`src/core/mcm_pkg.sv`:
```
// constants for the module configuration memory (i2c descriptor store)
// Operation
// - location 0x0000 holds marker 0xAB
// - location 0x0006 holds zero
// - location 0x0007 holds CRC-8 over descriptor
// - blocks stored back to back from 0x0008
package mcm_pkg;
   // bus target address, 7 bits
   localparam logic [6:0] I2C_TARGET = 7'h50;
   // descriptor layout
   localparam logic [15:0] LOC_MARKER = 16'h0000;
   localparam logic [15:0] LOC_VENDOR = 16'h0001;
   localparam logic [15:0] LOC_PRODUCT = 16'h0002;
   localparam logic [15:0] LOC_VERSION = 16'h0003;
   localparam logic [15:0] LOC_RSVD_A = 16'h0004;
   localparam logic [15:0] LOC_COUNT = 16'h0005;
   localparam logic [15:0] LOC_RSVD_B = 16'h0006;
   localparam logic [15:0] LOC_CRC = 16'h0007;
   localparam logic [15:0] LOC_FIRST_BLOCK = 16'h0008;
   localparam int HDR_BYTES = 7;
   // fixed contents
   localparam logic [7:0] MARK_VALUE = 8'hab;
   localparam logic [7:0] RSVD_B_VALUE = 8'h00;
   localparam logic [7:0] UNMAPPED_VALUE = 8'hff;
   // crc-8 polynomial x^8+x^2+x+1 and start value
   localparam logic [7:0] CRC_POLY = 8'h07;
   localparam logic [7:0] CRC_INIT = 8'h00;
   // block store: byte addresses 0x0008..0x00ff
   localparam int MEM_AW = 8;
   localparam int MEM_DEPTH = 256;
   // reset values and bits per byte
   localparam logic [7:0] COUNT_RESET = 8'h00;
   localparam logic [15:0] PTR_RESET = 16'h0000;
   localparam logic [3:0] BITS_PER_BYTE = 4'h8;
   // bus-side states
   typedef enum logic [3:0] {
      ST_IDLE, ST_DEV, ST_DEVACK, ST_PHI, ST_PHIACK, ST_PLO, ST_PLOACK,
      ST_WDAT, ST_RD, ST_RDACK
   } mcm_state_t;
endpackage : mcm_pkg

```
`src/core/mcm_crc8.sv`:
```
// one-byte update step of the descriptor crc-8
`timescale 1ns/1ps
module mcm_crc8
   import mcm_pkg::*;
(
   // running value in, byte in
   input wire logic [7:0] crcIn,
   input wire logic [7:0] dataIn,
   // updated value
   output logic [7:0] crcOut
);
   // msb-first shift, no reflection
   always_comb begin
      logic [7:0] c;
      c = crcIn ^ dataIn;
      for (int i = 0; i < 8; i++) begin
         c = c[7] ? ((c << 1) ^ CRC_POLY) : (c << 1);
      end
      crcOut = c;
   end
endmodule : mcm_crc8

```
`src/core/mcm_store.sv`:
```
// i2c target holding the module descriptor and its configuration blocks
`timescale 1ns/1ps
module mcm_store
   import mcm_pkg::*;
#(
   // identity bytes; values are arbitrary
   parameter logic [7:0] VENDOR_ID = 8'h01,
   parameter logic [7:0] PRODUCT_ID = 8'h02,
   parameter logic [7:0] VERSION_ID = 8'h03,
   parameter logic [7:0] RSVD_A_VALUE = 8'h00
) (
   // clock and reset
   input wire logic core_clk,
   input wire logic reset_n,
   // i2c pins
   input wire logic sclIn,
   input wire logic sdaIn,
   output logic sdaOut,
   output logic sdaOe,
   // block loading side
   input wire logic clearStore,
   input wire logic appendValid,
   input wire logic [7:0] appendData,
   input wire logic appendLast,
   output logic appendReady,
   output logic [7:0] blockCount
);
   ////////////////////////////////////////////////////////////////////////
   // pin synchronisers
   logic sclMeta_q, sclSync_q, sclPrev_q; // scl stages
   logic sdaMeta_q, sdaSync_q, sdaPrev_q; // sda stages
   always_ff @(posedge core_clk) begin
      if (!reset_n) begin
         sclMeta_q <= 1'b1;
         sclSync_q <= 1'b1;
         sclPrev_q <= 1'b1;
         sdaMeta_q <= 1'b1;
         sdaSync_q <= 1'b1;
         sdaPrev_q <= 1'b1;
      end else begin
         sclMeta_q <= sclIn;
         sclSync_q <= sclMeta_q;
         sclPrev_q <= sclSync_q;
         sdaMeta_q <= sdaIn;
         sdaSync_q <= sdaMeta_q;
         sdaPrev_q <= sdaSync_q;
      end
   end
   logic sclRise, sclFall, startSeen, stopSeen;
   assign sclRise = sclSync_q && !sclPrev_q;
   assign sclFall = !sclSync_q && sclPrev_q;
   // data moving while clock is high marks start or stop
   assign startSeen = sclSync_q && sclPrev_q && sdaPrev_q && !sdaSync_q;
   assign stopSeen = sclSync_q && sclPrev_q && !sdaPrev_q && sdaSync_q;

   ////////////////////////////////////////////////////////////////////////
   // block store and loader
   logic [7:0] mem [MEM_DEPTH]; // block bytes, indexed by byte address
   logic [MEM_AW-1:0] appPtr_q, appPtr_d; // next free byte
   logic [7:0] count_q, count_d; // complete blocks held
   logic full_q, full_d; // store has no room left
   logic ready_q, ready_d; // room flag as a flop, so the port leaves a register
   logic accept;
   assign accept = appendValid && !full_q;
   // loader next state
   always_comb begin
      appPtr_d = appPtr_q;
      count_d = count_q;
      full_d = full_q;
      if (clearStore) begin
         appPtr_d = LOC_FIRST_BLOCK[MEM_AW-1:0];
         count_d = COUNT_RESET;
         full_d = 1'b0;
      end else if (accept) begin
         // each byte lands right after the last one, so blocks abut
         appPtr_d = appPtr_q + 8'h01;
         if (appendLast) begin
            count_d = count_q + 8'h01;
         end
         full_d = (appPtr_q == 8'hff);
      end
      ready_d = !full_d;
   end
   // loader registers
   always_ff @(posedge core_clk) begin
      if (!reset_n) begin
         appPtr_q <= LOC_FIRST_BLOCK[MEM_AW-1:0];
         count_q <= COUNT_RESET;
         full_q <= 1'b0;
         ready_q <= 1'b1;
      end else begin
         appPtr_q <= appPtr_d;
         count_q <= count_d;
         full_q <= full_d;
         ready_q <= ready_d;
      end
   end
   // array write; no reset needed, unwritten bytes answer as unmapped
   always_ff @(posedge core_clk) begin
      if (accept && !clearStore) begin
         mem[appPtr_q] <= appendData;
      end
   end
   assign appendReady = ready_q;
   assign blockCount = count_q;

   ////////////////////////////////////////////////////////////////////////
   // descriptor header and its crc
   logic [7:0] hdr [HDR_BYTES];
   logic [7:0] crcChain [HDR_BYTES+1];
   assign hdr[0] = MARK_VALUE;
   assign hdr[1] = VENDOR_ID;
   assign hdr[2] = PRODUCT_ID;
   assign hdr[3] = VERSION_ID;
   assign hdr[4] = RSVD_A_VALUE;
   assign hdr[5] = count_q;
   assign hdr[6] = RSVD_B_VALUE;
   assign crcChain[0] = CRC_INIT;
   // crc follows the count live, so it is never stale after a load
   generate
      for (genvar g = 0; g < HDR_BYTES; g++) begin : gCrc
         mcm_crc8 uCrc (
            .crcIn(crcChain[g]),
            .dataIn(hdr[g]),
            .crcOut(crcChain[g+1])
         );
      end
   endgenerate

   ////////////////////////////////////////////////////////////////////////
   // bus target state machine
   mcm_state_t state_q, state_d;
   logic [3:0] bitCnt_q, bitCnt_d; // bits moved in current byte
   logic [7:0] shift_q, shift_d; // in or out byte
   logic [15:0] ptr_q, ptr_d; // memory pointer
   logic isRead_q, isRead_d; // direction of current transfer
   logic oe_q, oe_d; // pulling sda low
   logic [7:0] rdByte; // byte at pointer
   logic loadNow; // a read byte is fetched this cycle
   // byte lookup: header, stored blocks, else unmapped
   always_comb begin
      rdByte = UNMAPPED_VALUE;
      if (ptr_q == LOC_CRC) begin
         // checksum lies past the last header byte, outside the header array
         rdByte = crcChain[HDR_BYTES];
      end else if (ptr_q < LOC_CRC) begin
         rdByte = hdr[ptr_q[2:0]];
      end else if (ptr_q[15:8] == 8'h00 && (full_q || ptr_q[7:0] < appPtr_q)) begin
         rdByte = mem[ptr_q[7:0]];
      end
   end
   // next state
   always_comb begin
      state_d = state_q;
      bitCnt_d = bitCnt_q;
      shift_d = shift_q;
      ptr_d = ptr_q;
      isRead_d = isRead_q;
      oe_d = oe_q;
      loadNow = 1'b0;
      if (startSeen) begin
         state_d = ST_DEV;
         bitCnt_d = 4'h0;
         oe_d = 1'b0;
      end else if (stopSeen) begin
         state_d = ST_IDLE;
         oe_d = 1'b0;
      end else begin
         unique case (state_q)
            ST_IDLE: begin
               oe_d = 1'b0;
            end
            ST_DEV, ST_PHI, ST_PLO, ST_WDAT: begin
               if (sclRise) begin
                  shift_d = {shift_q[6:0], sdaSync_q};
                  bitCnt_d = bitCnt_q + 4'h1;
               end else if (sclFall && bitCnt_q == BITS_PER_BYTE) begin
                  bitCnt_d = 4'h0;
                  oe_d = 1'b1;
                  if (state_q == ST_DEV) begin
                     // only our address is acknowledged
                     if (shift_q[7:1] == I2C_TARGET) begin
                        state_d = ST_DEVACK;
                        isRead_d = shift_q[0];
                     end else begin
                        state_d = ST_IDLE;
                        oe_d = 1'b0;
                     end
                  end else if (state_q == ST_PHI) begin
                     state_d = ST_PHIACK;
                     ptr_d = {shift_q, ptr_q[7:0]};
                  end else if (state_q == ST_PLO) begin
                     state_d = ST_PLOACK;
                     ptr_d = {ptr_q[15:8], shift_q};
                  end else begin
                     // content is read-only from the bus: data is refused
                     state_d = ST_IDLE;
                     oe_d = 1'b0;
                  end
               end
            end
            ST_DEVACK, ST_PHIACK, ST_PLOACK: begin
               if (sclFall) begin
                  oe_d = 1'b0;
                  if (state_q == ST_DEVACK && isRead_q) begin
                     loadNow = 1'b1;
                  end else if (state_q == ST_DEVACK) begin
                     state_d = ST_PHI;
                  end else if (state_q == ST_PHIACK) begin
                     state_d = ST_PLO;
                  end else begin
                     state_d = ST_WDAT;
                  end
               end
            end
            ST_RD: begin
               if (sclFall) begin
                  if (bitCnt_q == BITS_PER_BYTE) begin
                     // release for the reader's acknowledge
                     oe_d = 1'b0;
                     state_d = ST_RDACK;
                     ptr_d = ptr_q + 16'h0001;
                  end else begin
                     shift_d = {shift_q[6:0], 1'b0};
                     oe_d = !shift_q[6];
                     bitCnt_d = bitCnt_q + 4'h1;
                  end
               end
            end
            ST_RDACK: begin
               if (sclRise && sdaSync_q) begin
                  state_d = ST_IDLE; // not acknowledged: reader is done
               end else if (sclFall) begin
                  loadNow = 1'b1;
               end
            end
         endcase
         if (loadNow) begin
            // first bit goes out on the same falling edge
            state_d = ST_RD;
            shift_d = rdByte;
            oe_d = !rdByte[7];
            bitCnt_d = 4'h1;
         end
      end
   end
   // bus registers
   always_ff @(posedge core_clk) begin
      if (!reset_n) begin
         state_q <= ST_IDLE;
         bitCnt_q <= 4'h0;
         shift_q <= 8'h00;
         ptr_q <= PTR_RESET;
         isRead_q <= 1'b0;
         oe_q <= 1'b0;
      end else begin
         state_q <= state_d;
         bitCnt_q <= bitCnt_d;
         shift_q <= shift_d;
         ptr_q <= ptr_d;
         isRead_q <= isRead_d;
         oe_q <= oe_d;
      end
   end
   // open drain: only ever pulls low
   logic sdaLow_q;
   always_ff @(posedge core_clk) begin
      sdaLow_q <= 1'b0;
   end
   assign sdaOut = sdaLow_q;
   assign sdaOe = oe_q;
endmodule : mcm_store

```
`config.mk`:
```
export PLATFORM = sky130hd
export DESIGN_NAME = mcm_store
export DESIGN_NICKNAME = d
export VERILOG_FILES = /design/src/core/mcm_pkg.sv /design/src/core/mcm_crc8.sv /design/src/core/mcm_store.sv
export SDC_FILE = /design/constraint.sdc
export NUM_CORES = 2
export LEC_CHECK = 0
export BUFFER_PORTS_ARGS = -buffer_cell sky130_fd_sc_hd__buf_2
export CAP_MARGIN = 20
export CORE_MARGIN = 2
export CORE_UTILIZATION = 60
export CTS_CLUSTER_DIAMETER = 50
export DETAILED_ROUTE_END_ITERATION = 12
export PLACE_DENSITY = 0.76
export SYNTH_ARGS = -nofsm -noshare
export SYNTH_HDL_FRONTEND = slang
export SYNTH_SLANG_ARGS = --single-unit
```
`constraint.sdc`:
```
create_clock -name core_clk -period 5.7 [get_ports core_clk]
set_input_delay 0.855 -clock core_clk [delete_from_list [all_inputs] [get_ports core_clk]]
set_output_delay 0.855 -clock core_clk [all_outputs]
set_load 0.1 [all_outputs]
```
==> impl_metrics.env <==
export IMPL_status="finished clean"
export IMPL_multiInputGateArea_um2=19500
export IMPL_hold_class="in2reg"
export IMPL_wire_per_inst_um=35.1
export IMPL_stdcell_area_um2=92800
export IMPL_met1Wirelength_um=79900
export IMPL_placementRows=137
export IMPL_synth_nets=4255
export IMPL_die_h_um=378
export IMPL_grt_overflow_total=0
export IMPL_power_density_nw_per_um2=342
export IMPL_min_period_ps=4450
export IMPL_clock_skew_ps=43.3
export IMPL_cts_sinks=2114
export IMPL_finalHoldViolCount=0
export IMPL_arrival_ps=5170
export IMPL_cts_tree="yes"
export IMPL_ant_nets=0
export IMPL_startpoint_type="flop"
export IMPL_intPower_mw=25.0
export IMPL_critical_path_top_delay_family="compound AO/OA/AOI/OAI gates"
export IMPL_irDropWorstVdd_mv=0.376
export IMPL_grt_usage=0.318
export IMPL_p_switching_mw=6.76
export IMPL_synth_ff_latch_count=2114
export IMPL_dieArea_um2=143000
export IMPL_clock_path_buffers=3
export IMPL_dr_wl_met2_um=100000
export IMPL_tightest_slew_ps=1180
export IMPL_fp_dieW_um=378
export IMPL_synthMuxAreaShare=0.156
export IMPL_power_leakage_nw=28.0
export IMPL_synth_area_um2=83800
export IMPL_critPathMaxStageDelay_ps=1040
export IMPL_synth_fa_ha_area_frac=0.00328
export IMPL_io_buffers=24
export IMPL_setup_violations=0
export IMPL_synth_main_ff_cell="edfxtp_1"
export IMPL_fin_setup_tns_ps=0
export IMPL_endpoint_kind="flop"
export IMPL_finalCritPeriodShare=0.780
export IMPL_syn_mean_instance_area_um2=19.9
export IMPL_synthTopCellsByArea="edfxtp_1 (73%), mux4_2 (13%), mux2i_1 (1.7%), nor2_1 (1.6%), dfxtp_1 (1.6%)"
export IMPL_drive_gt1_frac=0.217
export IMPL_gp_congestion=0.984
export IMPL_met3WireLength_um=31200
export IMPL_clkLatencyLatePin_ps=870
export IMPL_grt_pass1_wl_um=319000
export IMPL_rsz0062_at_grt="false"
export IMPL_async_reset_ff_frac=0
export IMPL_drc=0
export IMPL_synth_top_family_by_area="multiplexers"
export IMPL_post_cts_setup_buffers=0
export IMPL_grt_pass1_vias=42800
export IMPL_crit_chain="buf_4 -> mux4_2 -> a22o_1 -> a221oi_1 -> o22ai_1 -> nor3_1 -> nor2_1 -> nor3_1 -> o21ai_1"
export IMPL_max_cap_viol_count=0
export IMPL_combPwrFrac=0.029
export IMPL_pwr_share_seq=0.538
export IMPL_antenna_found_initial=7
export IMPL_synth_edf_count=2048
export IMPL_synth_compound_gate_area_share=0.0308
export IMPL_ioPinCount=26
export IMPL_top_layer_used="met5"
export IMPL_worstSetupPathType="reg2reg"
export IMPL_drv_slew=0
export IMPL_critical_path_buf_inv_count=1
export IMPL_dr_first_iter_drc_count=7920
export IMPL_start_util=0.603
export IMPL_synth_simple_area_share=0.0379
export IMPL_path_max_fanout=35
export IMPL_cp_common_cell="nor3_1"
export IMPL_synth_warnings=0
export IMPL_h_tree_depth=4
export IMPL_avgViaCountPerCell=7.00
export IMPL_nets=4336
export IMPL_ys_types=82
export IMPL_hold_ws_ps=194
export IMPL_seq_area_um2=62800
export IMPL_yosys_area_share_xor_xnor=0.00428
export IMPL_grt_max_degree=149
export IMPL_synth_top_cell_area_share=0.734
export IMPL_path_clk_slew_ps=70
export IMPL_yosysSeqAreaShare=0.749
export IMPL_core_area_um2=139000
export IMPL_postCtsHoldBufs=0
export IMPL_max_freq_mhz=225
export IMPL_ctsResizeCount=0
export IMPL_switching_share=0.213
export IMPL_dp_hpwl_um=135000
export IMPL_max_slew_margin_rel=0.208
export IMPL_placed_area_um2=86000
export IMPL_worst_ep_required_time_ps=6430
export IMPL_crit_path_top_delay_cell="dfxtp_4"
export IMPL_wl_um=223000
export IMPL_cts_root_buf="clkbuf_16"
export IMPL_vias=44500
export IMPL_synth_area_leader_cell="edfxtp_1"
export IMPL_fin_util=0.668
export IMPL_cts_buffers_inserted=204
export IMPL_synthToLayoutAreaGrowth_pct=10.7
export IMPL_syn_inst=4218
export IMPL_dr_pass1_iters=10
export IMPL_fillers=8502
export IMPL_p_clk_frac=0.433
worst paths after layout:
| path | slack (ps) | cells after the start | endpoint | from |
|---|---|---|---|---|
| setup / recovery | 1250 | 9 | shift_q[0] | flop |
| setup reg to reg | 1250 | 9 | shift_q[0] | flop |
| hold reg to reg | 420 | 1 | sdaSync_q | sdaMeta_q |
| hold / removal | 190 | 2 | sdaMeta_q | sdaIn |
logic make-up after synthesis:
kind of cell    after synthesis
xor+xnor                     41
compound gates              374
fa+ha+maj                    22
simple gates                725
other cells                   1
flops                      2114
buf+inv                     276
mux                         665
layout make-up:
class                      instances  area share
clock inverter                   134      0.0159
antenna                            3   0.0000809
tap                             1876      0.0253
sequential                      2114       0.677
clock buffer                     249      0.0579
inverter                          26     0.00111
timing repair buffer             125      0.0127
multi-input combinational       1828       0.210
registers in the layout, indices dropped and copies added, names as in the netlist, 4 cells and up, named ones only:
| register | cells |
|---|---|
| mem | 2048 |
| ptr_q | 16 |
| appPtr_q | 8 |
| blockCount | 8 |
| shift_q | 8 |
| bitCnt_q | 4 |
| state_q | 4 |
metal layers:
layer | up-vias | GRT usage
met1 | 22700 | 0.449
met4 | 8 | 0.135
met3 | 624 | 0.0975
li1 | 17500 | -
met2 | 3603 | 0.467
met5 | - | 0
worst register-to-register path: stages, from the launching register on:
cell	delay [ps]
dfxtp_4	1040
buf_4	530
mux4_2	560
a22o_1	250
a221oi_1	770
o22ai_1	160
nor3_1	250
nor2_1	60
nor3_1	550
o21ai_1	140
power by group through the flow:
| stage | clock (mW) | sequential [mW] | combinational (mW) |
|---|---|---|---|
| 4_1_cts | 13.8 | 17.1 | 0.898 |
| 2_1_floorplan | 0 | 17.4 | 0.377 |
| 3_3_place_gp | 0 | 17.4 | 0.871 |
| 3_5_place_dp | 0 | 17.4 | 0.894 |
| 6_report | 13.8 | 17.1 | 0.936 |
| 5_1_grt | 14.4 | 17.1 | 0.957 |
cells in the mapped netlist, types with 7 or more instances:
| library cell | n |
|---|---|
| a211o_1 | 7 |
| a211oi_1 | 17 |
| a21oi_1 | 88 |
| a221oi_1 | 9 |
| a22o_1 | 7 |
| a22oi_1 | 44 |
| a31oi_1 | 14 |
| buf_1 | 17 |
| buf_2 | 54 |
| buf_4 | 23 |
| buf_6 | 28 |
| buf_8 | 7 |
| clkbuf_1 | 118 |
| dfxtp_1 | 66 |
| edfxtp_1 | 2048 |
| ha_1 | 22 |
| inv_1 | 25 |
| mux2_2 | 12 |
| mux2i_1 | 146 |
| mux4_1 | 17 |
| mux4_2 | 490 |
| nand2_1 | 138 |
| nand2b_1 | 18 |
| nand3_1 | 81 |
| nand4_1 | 14 |
| nor2_1 | 363 |
| nor2b_1 | 16 |
| nor3_1 | 38 |
| nor4_1 | 12 |
| o211ai_1 | 10 |
| o21ai_0 | 38 |
| o221ai_1 | 38 |
| o22ai_1 | 33 |
| o31ai_1 | 8 |
| or3_1 | 7 |
| xnor2_1 | 26 |
| xor2_1 | 15 |
placed cells by master (no fill, tap or decap), drive strengths merged, types with 14 or more instances in the layout:
cell type	count
nor2	363
nor2b	16
nand2	138
inv	39
nor3	38
mux4	507
mux2i	146
bufinv	21
a22oi	44
a211oi	18
a31oi	14
xor2	15
xnor2	26
o22ai	33
edfxtp	2048
clkinv	93
nand3	81
clkbuf	257
a21oi	88
o221ai	38
buf	117
nand2b	18
nand4	14
o21ai	43
dfxtp	66
ha	22
through the flow:
stage / std cells / total power [mW] / worst slack [ps]
after detailed placement: 5968 / 18.3 / 1450
final: 6355 / 31.8 / 1250
after CTS: 6351 / 31.8 / 1420
after global placement: 5967 / 18.3 / 1280
after floorplan: 4218 / 17.8 / 2810
after global routing: 6352 / 32.4 / 1170
(Power assumes the default switching activity.)
